--- config.mk ---
export PLATFORM = sky130hd
export DESIGN_NAME = icsr_regs
export DESIGN_NICKNAME = d
export VERILOG_FILES = /design/src/pkg/icsr_pkg.sv /design/src/logic/icsr_edge_sync.sv /design/src/logic/icsr_regs.sv
export SDC_FILE = /design/constraint.sdc
export NUM_CORES = 1
export LEC_CHECK = 0
export BUFFER_PORTS_ARGS = -buffer_cell sky130_fd_sc_hd__buf_2
export CAP_MARGIN = 20
export CORE_MARGIN = 2
export CORE_UTILIZATION = 51
export DETAILED_ROUTE_END_ITERATION = 8
export PLACE_DENSITY = 0.85
export SLEW_MARGIN = 30
export SYNTH_ARGS = -nofsm -noshare
export SYNTH_HDL_FRONTEND = slang
export SYNTH_SLANG_ARGS = --single-unit
--- constraint.sdc ---
create_clock -name hclk -period 3.6 [get_ports hclk]
set_clock_uncertainty 0.15 [all_clocks]
set_input_delay 0.18 -clock hclk [delete_from_list [all_inputs] [get_ports hclk]]
set_output_delay 0.18 -clock hclk [all_outputs]
set_load 0.02 [all_outputs]
--- src/pkg/icsr_pkg.sv ---
package icsr_pkg;

    // Register byte offsets on the bus
    localparam logic [7:0]  OFS_PRIO_EXT   = 8'h00;
    localparam logic [7:0]  OFS_NEST_TRAP  = 8'h04;
    localparam logic [7:0]  OFS_VEC_EDGE   = 8'h08;
    localparam logic [7:0]  OFS_FLAGS0     = 8'h0C;
    localparam logic [7:0]  OFS_FLAGS1     = 8'h10;
    localparam logic [7:0]  OFS_CPU_FIELD  = 8'h14;

    // Register select indices
    localparam int unsigned NUM_REGS       = 6;
    localparam int unsigned REG_PRIO_EXT   = 0;
    localparam int unsigned REG_NEST_TRAP  = 1;
    localparam int unsigned REG_VEC_EDGE   = 2;
    localparam int unsigned REG_FLAGS0     = 3;
    localparam int unsigned REG_FLAGS1     = 4;
    localparam int unsigned REG_CPU_FIELD  = 5;

    // Field positions
    localparam int unsigned PRIO_EXT_BIT   = 3;
    localparam int unsigned PRIO_RSVD_BIT  = 2;
    localparam int unsigned NEST_DIS_BIT   = 15;
    localparam int unsigned ARITH_BIT      = 4;
    localparam int unsigned ADDRESS_BIT    = 3;
    localparam int unsigned STACK_BIT      = 2;
    localparam int unsigned OSC_BIT        = 1;
    localparam int unsigned ALT_TABLE_BIT  = 15;
    localparam int unsigned TEMP_DIS_BIT   = 14;
    localparam int unsigned FIELD_LSB      = 5;
    localparam int unsigned FIELD_MSB      = 7;
    localparam int unsigned EXT0_FLAG_BIT  = 0;
    localparam int unsigned EXT1_FLAG_BIT  = 4;
    localparam int unsigned EXT2_FLAG_BIT  = 13;
    localparam int unsigned FLAGS0_GAP_BIT = 15;
    localparam int unsigned FLAGS1_GAP_BIT = 5;

    // Implemented-bit masks
    localparam logic [15:0] TRAP_MASK      = 16'h001E;
    localparam logic [15:0] POL_MASK       = 16'h001F;
    localparam logic [15:0] FLAGS0_MASK    = 16'h7FFF;
    localparam logic [15:0] FLAGS1_MASK    = 16'hFFDF;

    // Reset values
    localparam logic        RST_BIT        = 1'b0;
    localparam logic [15:0] RST_WORD       = 16'h0000;
    localparam logic [2:0]  RST_FIELD      = 3'h0;
    localparam logic [2:0]  FIELD_ALL_OFF  = 3'h7;

    // Bus encodings
    localparam logic [2:0]  HSIZE_WORD     = 3'h2;
    localparam logic        HRESP_OKAY     = 1'b0;

endpackage

--- src/logic/icsr_edge_sync.sv ---
`timescale 1ns/1ps
module icsr_edge_sync (
    // Clock and reset
    input  wire logic hclk,
    input  wire logic hresetn,
    // Pin and polarity
    input  wire logic pin_in,
    input  wire logic falling_sel,
    // Detected edge
    output logic      edge_pulse
);

    logic s1_q, s2_q, s3_q, stable_q, edge_q;
    logic stable_d, edge_d;

    // Only s2 and s3 are looked at; s1 feeds s2 alone
    always_comb begin
        stable_d = stable_q;
        edge_d   = 1'b0;
        if (s2_q == s3_q) begin
            stable_d = s3_q;
            if (s3_q != stable_q) begin
                edge_d = falling_sel ? stable_q : s3_q;
            end
        end
    end

    always_ff @(posedge hclk or negedge hresetn) begin
        if (!hresetn) begin
            s1_q     <= 1'b0;
            s2_q     <= 1'b0;
            s3_q     <= 1'b0;
            stable_q <= 1'b0;
            edge_q   <= 1'b0;
        end else begin
            s1_q     <= pin_in;
            s2_q     <= s1_q;
            s3_q     <= s2_q;
            stable_q <= stable_d;
            edge_q   <= edge_d;
        end
    end

    assign edge_pulse = edge_q;

endmodule

--- src/logic/icsr_regs.sv ---
`timescale 1ns/1ps
// How it works
// RL1 - Extension bit: hardware sets, software clears
// RL2 - Level is extension bit above field
// RL3 - Reserved bit two reads one, rest zero
// RL4 - Nesting disable bit, read/write, reset zero
// RL5 - Arithmetic and address trap flags
// RL6 - Stack and oscillator trap flags
// RL7 - Bit fifteen selects alternate vector table
// RL8 - Temporary disable status is hardware driven
// RL9 - Polarity bits: one falling, zero rising
// RL10 - Flags read/write, reset zero, show requests
// RL11 - Bank zero low byte source order
// RL12 - Bank zero high byte, bit fifteen zero
// RL13 - Bank one high byte source order
// RL14 - Bank one low byte, bit five zero
// RL15 - Unimplemented control bits ignore writes, read zero
// RL16 - Hardware sets flags, software clears them
// RL17 - Field read-only while nesting disabled
// RL18 - Field all ones masks user interrupts
// RL19 - Synchronised pins, one flag per edge on lines zero to two; lines three and four set no flag
// RL20 - Hardware set beats same-cycle software write
module icsr_regs #(
    parameter int unsigned NUM_EXT = 5
) (
    // Clock and reset
    input  wire logic         hclk,
    input  wire logic         hresetn,
    // AHB-Lite slave
    input  wire logic         hsel,
    input  wire logic [31:0]  haddr,
    input  wire logic [1:0]   htrans,
    input  wire logic         hwrite,
    input  wire logic [2:0]   hsize,
    input  wire logic [31:0]  hwdata,
    input  wire logic         hready,
    output logic              hreadyout,
    output logic              hresp,
    output logic [31:0]       hrdata,
    // Request sources
    input  wire logic [NUM_EXT-1:0] ext_irq_pin,
    input  wire logic [15:0]  periph_set_bank0,
    input  wire logic [15:0]  periph_set_bank1,
    // Trap and CPU events
    input  wire logic         trap_arith_set,
    input  wire logic         trap_address_set,
    input  wire logic         trap_stack_set,
    input  wire logic         trap_osc_set,
    input  wire logic         prio_ext_set,
    input  wire logic         cpu_field_load,
    input  wire logic [2:0]   cpu_field_value,
    input  wire logic         temp_disable_active,
    // State toward CPU and arbiter
    output logic [3:0]        cpu_priority_level,
    output logic              user_irq_disabled,
    output logic              nesting_disable,
    output logic              alternate_table_select,
    output logic [NUM_EXT-1:0] ext_irq_polarity,
    output logic [NUM_EXT-1:0] ext_irq_edge,
    output logic [15:0]       request_flags_bank0,
    output logic [15:0]       request_flags_bank1
);

    // Flag layout needs exactly five external lines
    if (NUM_EXT != 5) begin : g_bad_ext
        $error("icsr_regs supports NUM_EXT of 5 only");
    end

    function automatic logic [icsr_pkg::NUM_REGS-1:0] reg_sel(input logic [7:0] a);
        logic [icsr_pkg::NUM_REGS-1:0] s;
        s = '0;
        case (a)
            icsr_pkg::OFS_PRIO_EXT:  s[icsr_pkg::REG_PRIO_EXT]  = 1'b1;
            icsr_pkg::OFS_NEST_TRAP: s[icsr_pkg::REG_NEST_TRAP] = 1'b1;
            icsr_pkg::OFS_VEC_EDGE:  s[icsr_pkg::REG_VEC_EDGE]  = 1'b1;
            icsr_pkg::OFS_FLAGS0:    s[icsr_pkg::REG_FLAGS0]    = 1'b1;
            icsr_pkg::OFS_FLAGS1:    s[icsr_pkg::REG_FLAGS1]    = 1'b1;
            icsr_pkg::OFS_CPU_FIELD: s[icsr_pkg::REG_CPU_FIELD] = 1'b1;
            default:                 s = '0;
        endcase
        return s;
    endfunction

    // Register state
    logic                          prio_ext_q, prio_ext_d;
    logic                          nest_dis_q, nest_dis_d;
    logic [15:0]                   trap_q, trap_d;
    logic                          alt_q, alt_d;
    logic                          temp_dis_d;
    logic [NUM_EXT-1:0]            pol_q, pol_d;
    logic [15:0]                   flags0_q, flags0_d;
    logic [15:0]                   flags1_q, flags1_d;
    logic [2:0]                    field_q, field_d;
    logic [icsr_pkg::NUM_REGS-1:0] wsel_q, wsel_d;
    logic [31:0]                   hrdata_q, hrdata_d;

    logic                          addr_phase;
    logic [icsr_pkg::NUM_REGS-1:0] asel;
    logic [15:0]                   wdata;
    logic [15:0]                   trap_set;
    logic [15:0]                   set0;
    logic [15:0]                   set1;
    logic [15:0]                   rd_word;

    // Edge detectors on the external lines
    for (genvar i = 0; i < NUM_EXT; i++) begin : g_ext
        icsr_edge_sync u_edge (
            .hclk        (hclk),
            .hresetn     (hresetn),
            .pin_in      (ext_irq_pin[i]),
            .falling_sel (pol_q[i]),
            .edge_pulse  (ext_irq_edge[i])
        ); // RL19 RL9
    end

    assign addr_phase = hsel && hready && htrans[1];
    assign asel       = reg_sel(haddr[7:0]);
    assign wdata      = hwdata[15:0];

    always_comb begin
        trap_set = '0;
        trap_set[icsr_pkg::ARITH_BIT]   = trap_arith_set;   // RL5
        trap_set[icsr_pkg::ADDRESS_BIT] = trap_address_set; // RL5
        trap_set[icsr_pkg::STACK_BIT]   = trap_stack_set;   // RL6
        trap_set[icsr_pkg::OSC_BIT]     = trap_osc_set;     // RL6
        // Dedicated lines land in their vector-ordered slots
        set0 = periph_set_bank0 & icsr_pkg::FLAGS0_MASK; // RL11 RL12
        set1 = periph_set_bank1 & icsr_pkg::FLAGS1_MASK; // RL13 RL14
        set0[icsr_pkg::EXT0_FLAG_BIT] = set0[icsr_pkg::EXT0_FLAG_BIT] | ext_irq_edge[0];
        set1[icsr_pkg::EXT1_FLAG_BIT] = set1[icsr_pkg::EXT1_FLAG_BIT] | ext_irq_edge[1];
        set1[icsr_pkg::EXT2_FLAG_BIT] = set1[icsr_pkg::EXT2_FLAG_BIT] | ext_irq_edge[2];
    end

    // Next register values; writes land in the data phase
    always_comb begin
        prio_ext_d = prio_ext_q;
        if (wsel_q[icsr_pkg::REG_PRIO_EXT] && !wdata[icsr_pkg::PRIO_EXT_BIT]) begin
            prio_ext_d = 1'b0; // RL1
        end
        if (prio_ext_set) begin
            prio_ext_d = 1'b1; // RL1 RL20
        end

        nest_dis_d = nest_dis_q;
        trap_d     = trap_q;
        if (wsel_q[icsr_pkg::REG_NEST_TRAP]) begin
            nest_dis_d = wdata[icsr_pkg::NEST_DIS_BIT];    // RL4
            trap_d     = wdata & icsr_pkg::TRAP_MASK;      // RL15
        end
        trap_d = trap_d | trap_set;                        // RL20

        alt_d = alt_q;
        pol_d = pol_q;
        if (wsel_q[icsr_pkg::REG_VEC_EDGE]) begin
            alt_d = wdata[icsr_pkg::ALT_TABLE_BIT];        // RL7
            pol_d = wdata[NUM_EXT-1:0];                    // RL9
        end
        temp_dis_d = temp_disable_active;                  // RL8

        flags0_d = flags0_q;
        if (wsel_q[icsr_pkg::REG_FLAGS0]) begin
            flags0_d = wdata & icsr_pkg::FLAGS0_MASK;      // RL10 RL16
        end
        flags0_d = flags0_d | set0;                        // RL16 RL20

        flags1_d = flags1_q;
        if (wsel_q[icsr_pkg::REG_FLAGS1]) begin
            flags1_d = wdata & icsr_pkg::FLAGS1_MASK;      // RL10 RL16
        end
        flags1_d = flags1_d | set1;                        // RL16 RL20

        field_d = field_q;
        if (wsel_q[icsr_pkg::REG_CPU_FIELD] && !nest_dis_q) begin
            field_d = wdata[icsr_pkg::FIELD_MSB:icsr_pkg::FIELD_LSB]; // RL17
        end
        // CPU entry/return loads must pass even with nesting off
        if (cpu_field_load) begin
            field_d = cpu_field_value;
        end
    end

    // Read data taken from next values so a write just before is visible
    always_comb begin
        rd_word = '0;
        if (asel[icsr_pkg::REG_PRIO_EXT]) begin
            rd_word[icsr_pkg::PRIO_EXT_BIT]  = prio_ext_d;  // RL1
            rd_word[icsr_pkg::PRIO_RSVD_BIT] = 1'b1;        // RL3
        end else if (asel[icsr_pkg::REG_NEST_TRAP]) begin
            rd_word = trap_d;                               // RL15
            rd_word[icsr_pkg::NEST_DIS_BIT] = nest_dis_d;
        end else if (asel[icsr_pkg::REG_VEC_EDGE]) begin
            rd_word[NUM_EXT-1:0] = pol_d;
            rd_word[icsr_pkg::ALT_TABLE_BIT] = alt_d;
            rd_word[icsr_pkg::TEMP_DIS_BIT]  = temp_dis_d;  // RL8
        end else if (asel[icsr_pkg::REG_FLAGS0]) begin
            rd_word = flags0_d;
        end else if (asel[icsr_pkg::REG_FLAGS1]) begin
            rd_word = flags1_d;
        end else if (asel[icsr_pkg::REG_CPU_FIELD]) begin
            rd_word[icsr_pkg::FIELD_MSB:icsr_pkg::FIELD_LSB] = field_d;
        end
        hrdata_d = hrdata_q;
        if (addr_phase && !hwrite) begin
            hrdata_d = {16'h0000, rd_word};
        end
        // Byte and halfword writes are dropped; only whole words land
        wsel_d = '0;
        if (addr_phase && hwrite && (hsize == icsr_pkg::HSIZE_WORD)) begin
            wsel_d = asel;
        end
    end

    always_ff @(posedge hclk or negedge hresetn) begin
        if (!hresetn) begin
            prio_ext_q <= icsr_pkg::RST_BIT;
            nest_dis_q <= icsr_pkg::RST_BIT;
            trap_q     <= icsr_pkg::RST_WORD;
            alt_q      <= icsr_pkg::RST_BIT;
            pol_q      <= '0;
            flags0_q   <= icsr_pkg::RST_WORD;
            flags1_q   <= icsr_pkg::RST_WORD;
            field_q    <= icsr_pkg::RST_FIELD;
            wsel_q     <= '0;
            hrdata_q   <= 32'h0000_0000;
        end else begin
            prio_ext_q <= prio_ext_d;
            nest_dis_q <= nest_dis_d;
            trap_q     <= trap_d;
            alt_q      <= alt_d;
            pol_q      <= pol_d;
            flags0_q   <= flags0_d;
            flags1_q   <= flags1_d;
            field_q    <= field_d;
            wsel_q     <= wsel_d;
            hrdata_q   <= hrdata_d;
        end
    end

    // No wait states, so back-to-back transfers are fine
    assign hreadyout              = 1'b1;
    assign hresp                  = icsr_pkg::HRESP_OKAY;
    assign hrdata                 = hrdata_q;
    assign cpu_priority_level     = {prio_ext_q, field_q};                  // RL2
    assign user_irq_disabled      = (field_q == icsr_pkg::FIELD_ALL_OFF);   // RL18
    assign nesting_disable        = nest_dis_q;
    assign alternate_table_select = alt_q;
    assign ext_irq_polarity       = pol_q;
    assign request_flags_bank0    = flags0_q;
    assign request_flags_bank1    = flags1_q;
endmodule

# Word level (Yosys, flattened, before mapping)
# Index checks and enable logic that the tools add are counted.
[op_classes] bitwise=6 eq_ne=17 mux=44 reduce_logical=11
[ops] operator="16-bit 2-to-1 mux" count=5
[ops] operator="1-bit 2-to-1 mux" count=25
[ops] operator="8-bit by 4-bit == test with 1-bit output, second input constant" count=2
[ops] operator="8-bit by 5-bit == test with 1-bit output, second input constant" count=2
[ops] operator="16-bit by 15-bit OR with 16-bit output" count=1
[ops] operator="16-bit OR" count=1
[ops] operator="16-bit by 5-bit OR with 16-bit output" count=1
[ops] operator="5-bit 2-to-1 mux" count=3
[ops] operator="12-bit 2-to-1 mux" count=1
[ops] operator="3-bit 2-to-1 mux" count=4
[ops] operator="9-bit 2-to-1 mux" count=1
[ops] operator="8-bit by 3-bit == test with 1-bit output, second input constant" count=1
[ops] operator="8-bit logical NOT" count=1
[ops] operator="8-bit 2-to-1 mux" count=1
[ops] operator="1-bit logical AND" count=7
[ops] operator="2-bit 2-to-1 mux" count=3
[ops] operator="6-bit 2-to-1 mux" count=1
[ops] operator="1-bit == test" count=5
[ops] operator="1-bit != test" count=5
[ops] operator="3-bit by 2-bit == test with 1-bit output, second input constant" count=1
[ops] operator="3-bit == test, second input constant" count=1
[ops] operator="1-bit logical NOT" count=3
[ops] operator="1-bit OR" count=3
[totals] input_bits=121 elab_cells=113 regBits=106

# Longest topological paths before layout
# Gate-level depths: netlist of the first run.
[logic_depth] depth_word=10 depth_mapped=7 mapped_depth_nobuf=5

# Modules after synthesis
# A second synthesis of the first run with hierarchy kept.
[unflattened] cells_unflattened=396 area_unflattened_um2=4635.7
[by_module_without_submodules] mod="icsr_regs" area_each_um2=3822.4 instances=1 cells_per_inst=351 seq_area_each_um2=2001.9
[by_module_without_submodules] mod="icsr_edge_sync" area_each_um2=162.7 instances=5 cells_per_inst=9 seq_area_each_um2=125.1

# Worst setup path after synthesis of the first run
# Ideal clock, no wire load.
[synth_path] path_kind="register -> register" from="register wsel_q[4] in the netlist's numbering" to="register hrdata_q[13], in the netlist hrdata[13]" path_buffers=2 slack_ps=1780 stages_incl_launch_ff=8 setup_time_ps=126 arrival_ps=1543 synth_period_minus_slack_ps=1820 path_cell_list="dfrtp_1 clkbuf_1 buf_2 mux2i_1 nand2_1 a22oi_1 nor2_1 a221o_1"
[synth_between] elab_chain_len=7
[synth_lines] element="start: declaration" line="icsr_regs.sv:94" source="logic [icsr_pkg::NUM_REGS-1:0] wsel_q, wsel_d;"
[synth_lines] element="start signal: assignment" line="icsr_regs.sv:234" source="wsel_q <= wsel_d;"
[synth_lines] element="16-bit 2-to-1 mux" line="icsr_regs.sv:167" source="if (wsel_q[icsr_pkg::REG_FLAGS1]) begin"
[synth_lines] element="16-bit OR" line="icsr_regs.sv:170" source="flags1_d = flags1_d | set1;"
[synth_lines] element="named net flags1_d[13]" line="icsr_regs.sv:92" source="logic [15:0] flags1_q, flags1_d;"
[synth_lines] element="8-bit 2-to-1 mux" line="icsr_regs.sv:197" source="end else if (asel[icsr_pkg::REG_FLAGS1]) begin"
[synth_lines] element="16-bit 2-to-1 mux" line="icsr_regs.sv:195" source="end else if (asel[icsr_pkg::REG_FLAGS0]) begin"
[synth_lines] element="9-bit 2-to-1 mux" line="icsr_regs.sv:191" source="end else if (asel[icsr_pkg::REG_VEC_EDGE]) begin"
[synth_lines] element="16-bit 2-to-1 mux" line="icsr_regs.sv:188" source="end else if (asel[icsr_pkg::REG_NEST_TRAP]) begin"
[synth_lines] element="12-bit 2-to-1 mux" line="icsr_regs.sv:185" source="if (asel[icsr_pkg::REG_PRIO_EXT]) begin"
[synth_lines] element="end signal: assignment" line="icsr_regs.sv:235" source="hrdata_q <= hrdata_d;"
[synth_lines] element="end: declaration" line="icsr_regs.sv:95" source="logic [31:0] hrdata_q, hrdata_d;"
# The timed path passes the listed nets, and every way through them passes these cells.
# A chain may end at the register's enable or synchronous reset.

# Worst setup path in the final report of the first run
[layout_path] from="register wsel_q[1] in the netlist's numbering" to="register hrdata_q[1], in the netlist hrdata[1]"
[layout_between] elab_chain_len=4
[layout_lines] element="16-bit 2-to-1 mux" line="icsr_regs.sv:146" source="if (wsel_q[icsr_pkg::REG_NEST_TRAP]) begin"
[layout_lines] element="16-bit by 5-bit OR with 16-bit output" line="icsr_regs.sv:150" source="trap_d = trap_d | trap_set;"
[layout_lines] element="named net trap_d[1]" line="icsr_regs.sv:87" source="logic [15:0] trap_q, trap_d;"
[layout_lines] element="16-bit 2-to-1 mux" line="icsr_regs.sv:188"
[layout_lines] element="2-bit 2-to-1 mux" line="icsr_regs.sv:185"
# The timed path passes the listed nets, and every way through them passes these cells.

==> flow_summary.json, run 1 <==
{
  "status": "completed",
  "synthArstFlopShare": 1.000,
  "synth_area_um2": 4667,
  "antenna_found_initial": 0,
  "start_kind": "flop",
  "ant_nets": 0,
  "grt.overflow.total": 0,
  "path_buf_inv": 1,
  "drtPass1Iterations": 4,
  "clock_latency_ns": 0.36,
  "core.rowCount": 34,
  "rr_endpoint": "hrdata[1]",
  "syn_avg_cell_area_um2": 11.55,
  "hold_violations": 0,
  "final_layout_size_suffix_gt1_frac": 0.2942,
  "maxUsedRoutingLayer": "met4",
  "grt_usage": 0.2740,
  "grt_pass1_vias": 4217,
  "grt_max_degree": 58,
  "crit_family": "compound AO/OA/AOI/OAI gates",
  "dr_wl_met3_um": 983,
  "cts_tree": "done",
  "worst_slew_pin_slew_ns": 0.8255,
  "clk_pin_slew_ns": 0.11,
  "totalWireLength_um": 13470,
  "synth_top_cell_area_share": 0.5630,
  "hold_class": "primary input to flop",
  "viasPerCell": 5.610,
  "postPlaceCellArea_um2": 5316,
  "antenna_cells": 0,
  "cp.required_ns": 3.70,
  "nets": 738,
  "final_cell_area_um2": 6375,
  "r2r_cells": 5,
  "synth_top_area_cell": "dfrtp_1",
  "critPathMaxFanout": 17,
  "period_share": 0.6157,
  "hpwl_um": 8570,
  "fin_setup_tns_ns": 0,
  "vias": 4095,
  "numCtsBuffers": 9,
  "slew_headroom": 0.4476,
  "cp_slowest_cell": "dfrtp_1",
  "leakage_nw": 2.813,
  "die_w_um": 99.66,
  "cts_root_buf": "clkbuf_8",
  "yosysSeqAreaShare": 0.5630,
  "setup_viol": 0,
  "synthTopCellsByArea": "dfrtp_1 (56%), a211o_1 (5.8%), nor2b_1 (5.5%), buf_4 (4.7%), or4bb_1 (2.7%)",
  "yosys_register_bits": 105,
  "initial_core_util": 0.5300,
  "r2r_setup_slack_ns": 1.38,
  "drc": 0,
  "synth_edf_count": 0,
  "wl_met1_um": 5208,
  "path_cells": "inv_1 > a211o_1 > a21oi_1 > o21ai_0 > a32o_1",
  "wl_per_cell_um": 18.45,
  "drtIter0Drc": 231,
  "io-pin-count": 204,
  "peakVddDrop_mv": 0.4069,
  "met2_length_um": 6812,
  "grt_pass1_wl_um": 21180,
  "io_buffers": 142,
  "cp.depth": 5,
  "clockBufferDepth": 2,
  "powerDensity_nw_per_um2": 355.6,
  "synth_cell_types": 51,
  "layout_min_cycle_time_ns": 2.217,
  "cts.htree.levels": 3,
  "cp_slowest_stage_delay_ns": 0.79,
  "rsz0062_at_grt": "no",
  "place_congestion": 0.9031,
  "area_delta_synth_final_pct": 36.60,
  "coreArea_um2": 8806,
  "cp-end-kind": "flop",
  "maxSlewViolCount": 0,
  "crit_path_end": "hrdata[1]",
  "syn_inst": 404,
  "crit_type": "flop to flop",
  "fp.dieH_um": 99.66,
  "timing.rr.start": "wsel_q[1]",
  "crit_start": "wsel_q[1]",
  "cap_violations": 0,
  "clock.fmax_mhz": 451.1,
  "cp.arrival_ns": 2.32,
  "cts_sinks": 105,
  "synth_flop_cell": "dfrtp_1",
  "yosysWarnings": 0,
  "die-area_um2": 9932
}
area by class of cell:
cell class,count,area (µm²)
Clock buffer,9,123.9
Clock inverter,7,83.83
Fill cell,603,2431
Inverter,3,11.26
Multi-Input combinational cell,267,1798
Sequential cell,105,2629
Tap cell,108,135.1
Timing Repair Buffer,231,1594
metal layers:
| metal | vias to the layer above | global-route usage |
|---|---|---|
| li1 | 1827 | - |
| met1 | 1992 | 0.3484 |
| met2 | 233 | 0.4532 |
| met3 | 43 | 0.05973 |
| met4 | 0 | 0.1201 |
| met5 | - | 0 |
layout by cell type (no fill, tap or decap), types with 3 or more instances in the layout:
cell | Yosys | routed
mux2i_1 | 9 | 9
buf_2 | 4 | 141
a22oi_1 | 13 | 13
nor2_1 | 16 | 16
nand2b_1 | 4 | 4
conb_1 | 2 | 18
nor2b_1 | 41 | 41
dlygate4sd3_1 | 0 | 85
buf_4 | 29 | 5
or2_2 | 3 | 3
mux2_2 | 7 | 7
and2_1 | 5 | 5
o21bai_1 | 3 | 3
clkbuf_8 | 0 | 9
a21oi_1 | 7 | 7
o21ai_0 | 18 | 18
dfrtp_1 | 105 | 104
or4bb_1 | 11 | 11
nand3_1 | 3 | 3
a211o_1 | 31 | 31
nand2_1 | 32 | 32
a31oi_1 | 4 | 4
a31o_2 | 3 | 3
and3_1 | 3 | 3
maj3_1 | 5 | 5
o21a_1 | 4 | 4
logic make-up (layout without fill, tap and decap cells):
kind of cell             after synthesis  count (layout)  share of synthesized area
multiplexers                          16              16                    0.03619
buffers and inverters                 48             250                    0.06461
AO/OA/AOI/OAI                         97              97                     0.1547
adder cells (fa/ha/maj)                5               5                    0.01072
flip-flops                           105             105                     0.5630
AND/OR/NAND/NOR                      131             131                     0.1692
other                                  2              18                   0.001609
synth_stat cells, drive strengths merged, types with 4 or more instances:
cell type	instances
dfrtp	105
nor2b	41
buf	34
nand2	32
a211o	31
o21ai	19
nor2	17
a22oi	13
clkbuf	11
or4bb	11
mux2i	9
a21oi	7
mux2	7
and2	5
maj3	5
a31oi	4
and3	4
nand2b	4
o21a	4
worst reg2reg max path: cells and delay by family, from the launching register on:
family,cells,cell delay [ns]
buffers and inverters,1,0.24
AOI/OAI and AO/OA,4,0.93
DFF,1,0.79
worst min path at each step:
stage	end	slack [ns]	start	cells after the start
2_1_floorplan	alternate_table_select	-0.27	hresetn	0
3_3_place_gp	hrdata[5]	0.12	hresetn	1
3_5_place_dp	trap_q[5]	0.14	hresetn	1
4_1_cts	wsel_q[5]	0.02	haddr[1]	4
5_1_grt	wsel_q[5]	0.05	haddr[1]	4
6_report	wsel_q[5]	0.04	haddr[1]	4
flip-flops by register name, summed over array words and instances (netlist names), 6 cells and up:
register,cells
wsel_q,6
hrdata,16
request_flags_bank0,16
request_flags_bank1,16
trap_q,15
report_power, final:
group	internal (mW)	switching [mW]	leakage [nW]
sequential	1.21	0.0202	1.22
clock	0.336	0.431	0.108
combinational	0.118	0.153	1.48
metrics by stage:
| stage | hold slack, ns | worst slack, ns | util | power [mW] | instances |
|---|---|---|---|---|---|
| after floorplan | -0.2656 | 1.780 | - | 1.370 | 420 |
| after detailed placement | 0.1393 | 1.310 | 0.6037 | 1.470 | 629 |
| after global routing | 0.05427 | 1.328 | 0.7239 | 2.355 | 730 |
| after global placement | 0.1216 | 1.256 | 0.6036 | 1.461 | 629 |
| final | 0.03572 | 1.383 | 0.7239 | 2.267 | 730 |
| after CTS | 0.02420 | 1.502 | 0.7239 | 2.275 | 730 |
what timing repair did:
item,in CTS,in global routing
resized for setup,0,0
setup buffers,0,0
hold buffers,85,0
endpoints found under the hold margin,105,0
Power figures use the tool's default switching activity.
==> run 2: changes to the inputs <==
--- a/config.mk
+++ b/config.mk
@@ -5,12 +5,13 @@
 export SDC_FILE = /design/constraint.sdc
 export NUM_CORES = 1
 export LEC_CHECK = 0
+export ABC_AREA = 1
 export BUFFER_PORTS_ARGS = -buffer_cell sky130_fd_sc_hd__buf_2
 export CAP_MARGIN = 20
 export CORE_MARGIN = 2
-export CORE_UTILIZATION = 51
+export CORE_UTILIZATION = 48
 export DETAILED_ROUTE_END_ITERATION = 8
-export PLACE_DENSITY = 0.85
+export PLACE_DENSITY = 0.8
 export SLEW_MARGIN = 30
 export SYNTH_ARGS = -nofsm -noshare
 export SYNTH_HDL_FRONTEND = slang
==> constraint.sdc (replaced) <==
create_clock -name hclk -period 2.1 [get_ports hclk]
set_clock_uncertainty 0.15 [all_clocks]
set_input_delay 0.105 -clock hclk [delete_from_list [all_inputs] [get_ports hclk]]
set_output_delay 0.105 -clock hclk [all_outputs]
set_load 0.02 [all_outputs]
==> flow_summary.json, run 2 <==
{
  "layout_commonest_cell": "nand2_1",
  "combPwrFrac": 0.114,
  "layout_min_cycle_time_ns": 2.025,
  "muxShareOfSynthArea": 0,
  "multi_input_area_um2": 1714,
  "cts.htree.levels": 3,
  "clk_pin_slew_ns": 0.09,
  "grt_usage": 0.2682,
  "synth_area_um2": 4763,
  "r2r_setup_slack_ns": 0.08,
  "numCtsBuffers": 9,
  "leakage_nw": 3.470,
  "final_layout_size_suffix_gt1_frac": 0.2611,
  "syn_inst": 556,
  "viasPerCell": 5.017,
  "die_w_um": 103.6,
  "grt_pass1_wl_um": 22830,
  "yosysSeqAreaShare": 0.5516,
  "yosys_register_bits": 105,
  "clkPwrFrac": 0.367,
  "grt_max_degree": 55,
  "sw_frac_of_total": 0.2322,
  "hold_class": "primary input to flop",
  "area_delta_synth_final_pct": 40.29,
  "io-pin-count": 204,
  "whs_path_depth": 4,
  "status": "completed",
  "antenna_found_initial": 1,
  "layout_common_cells": "nand2_1 (170), buf_2 (141), dfrtp_1 (104)",
  "powerDensity_nw_per_um2": 603.6,
  "critPathMaxFanout": 11,
  "synth.cells.most_frequent": "nand2_1 (173), dfrtp_1 (105), a21oi_1 (59), nor2_1 (50), inv_1 (44)",
  "utilization": 0.6901,
  "totalWireLength_um": 14290,
  "synthArstFlopShare": 1.000,
  "regArea_um2": 2629,
  "rr_endpoint": "hrdata[14]",
  "core.rowCount": 36,
  "synth_cell_types": 33,
  "grt_pass1_vias": 4692,
  "synthTopCellsByArea": "dfrtp_1 (55%), nand2_1 (14%), a21oi_1 (6.2%), buf_4 (5.0%), nor2_1 (3.9%)",
  "nets": 906,
  "synth_simple_gate_area_frac": 0.2566,
  "hold_violations": 0,
  "synth_xor_area_frac": 0,
  "r2r_cells": 10,
  "cts_tree": "done",
  "nFillCells": 733,
  "clock.fmax_mhz": 493.9,
  "min_to": "wsel_q[3]",
  "totalPowerFinal_mw": 4.033,
  "hpwl_um": 8876,
  "vias": 4631,
  "dr_wl_met3_um": 998,
  "instances_no_fill": 923,
  "cp-end-kind": "flop",
  "io_buffers": 142,
  "wl_per_cell_um": 15.49,
  "cts_root_buf": "clkbuf_8",
  "syn_avg_cell_area_um2": 8.567,
  "drc": 0,
  "cts_sinks": 105,
  "p_switching_uw": 936.5,
  "crit_type": "flop to flop",
  "synth_flop_cell": "dfrtp_1",
  "timing.rr.start": "wsel_q[3]",
  "ant_nets": 0,
  "maxSlewViolCount": 0,
  "min_from": "haddr[7]",
  "fp.dieH_um": 103.6,
  "synth_top_family_by_area": "simple AND/OR/NAND/NOR gates",
  "p_seq_frac": 0.519,
  "cp.arrival_ns": 2.14,
  "place_inst": 812,
  "setup_viol": 0,
  "synth_top_area_cell": "dfrtp_1",
  "p_int_mw": 3.097,
  "cp.required_ns": 2.21,
  "place_congestion": 0.8351,
  "clockBufferDepth": 2,
  "drtPass1Iterations": 5,
  "worst_slew_pin_slew_ns": 0.6963,
  "initial_core_util": 0.4919,
  "drtIter0Drc": 316,
  "cap_violations": 0,
  "coreArea_um2": 9684,
  "whs_ns": 0.02553,
  "clock_latency_ns": 0.36,
  "yosysWarnings": 0,
  "grt.overflow.total": 0,
  "start_kind": "flop",
  "die-area_um2": 10740,
  "period_share": 0.9641,
  "synth_edf_count": 0,
  "yosysMostFrequentCell": "nand2_1",
  "met2_length_um": 7087,
  "synth_top_cell_area_share": 0.5516,
  "peakVddDrop_mv": 0.4118,
  "slew_headroom": 0.5358,
  "synth_compound_area_frac": 0.08379,
  "wl_met1_um": 5768,
  "rsz0062_at_grt": "yes",
  "synth_fa_ha_area_frac": 0,
  "maxUsedRoutingLayer": "met4"
}
## run 2: changes by cell type after synthesis, sizes merged, moves of 11 or more
cell / before / now
nand2: 32 / 179
a21oi: 7 / 60
inv: 2 / 51
nor2: 17 / 58
nor2b: 41 / 0
a211o: 31 / 0
nand3: 3 / 21
a22oi: 13 / 0
or4bb: 11 / 0
## run 2: worst max path at each step
stage	startpoint	endpoint	depth (start not counted)	slack (ns)
2_1_floorplan	wsel_q[4]	hrdata[14]	10	0.69
3_3_place_gp	wsel_q[2]	hrdata[1]	8	0.37
3_5_place_dp	wsel_q[2]	hrdata[1]	8	0.38
4_1_cts	wsel_q[4]	hrdata[0]	8	0.04
5_1_grt	wsel_q[3]	hrdata[4]	10	-0.03
6_report	wsel_q[3]	hrdata[14]	10	0.08
## run 2: timing repair
| action | 4_1_cts | 5_1_grt |
|---|---|---|
| endpoints found under the setup margin | 0 | 10 |
| hold buffers | 94 | 3 |
| hold endpoints to repair | 115 | 3 |
| resized for setup | 0 | 10 |
| setup buffers | 0 | 1 |
## run 2: cells by family (layout without fill, tap and decap cells)
group | count (synthesis) | after routing
compound gates | 78 | 78
other cells | 2 | 19
buf+inv | 94 | 311
simple gates | 277 | 277
flops | 105 | 105
## run 2: metrics by stage
step | instance area, µm² | setup TNS (ns) | worst slack [ns]
6_report | 6683 | 0 | 0.07535
3_3_place_gp | 5460 | 0 | 0.3730
4_1_cts | 6643 | 0 | 0.03840
3_5_place_dp | 5460 | 0 | 0.3799
5_1_grt | 6683 | -0.05761 | -0.03330
2_1_floorplan | 4823 | 0 | 0.6918
## run 2: area by class of cell
type,instances,area share
well taps,133,0.02490
multi-input cells,373,0.2565
repair buffers,245,0.2601
inverters,51,0.02865
clock inverters,5,0.01554
diodes,1,0.0003745
flip-flops and latches,105,0.3934
clock buffers,10,0.02060
## run 2: critical path, stage by stage, from the launching register on
cell and delay, ns:
dfrtp_1 0.42, buf_4 0.19, a21oi_1 0.16, dlygate4sd3_1 0.56, nand2_1 0.09, nand2_1 0.08
nand3_1 0.06, nand2_1 0.07, nand2_1 0.05, nand2_1 0.06, nand2_1 0.04
## run 2: power by group through the flow
stage | registers, mW | clock network (mW) | logic, mW
finish | 2.09 | 1.48 | 0.459
floorplan | 2.14 | 0 | 0.170
detailed placement | 2.13 | 0 | 0.330
global placement | 2.13 | 0 | 0.318
CTS | 2.09 | 1.51 | 0.444
global route | 2.10 | 1.59 | 0.500
## run 2: metal layers
layer	vias to the layer above	GRT usage
met5	-	0
met4	0	0.1129
met3	38	0.05601
met2	226	0.4674
met1	2209	0.3239
li1	2158	-
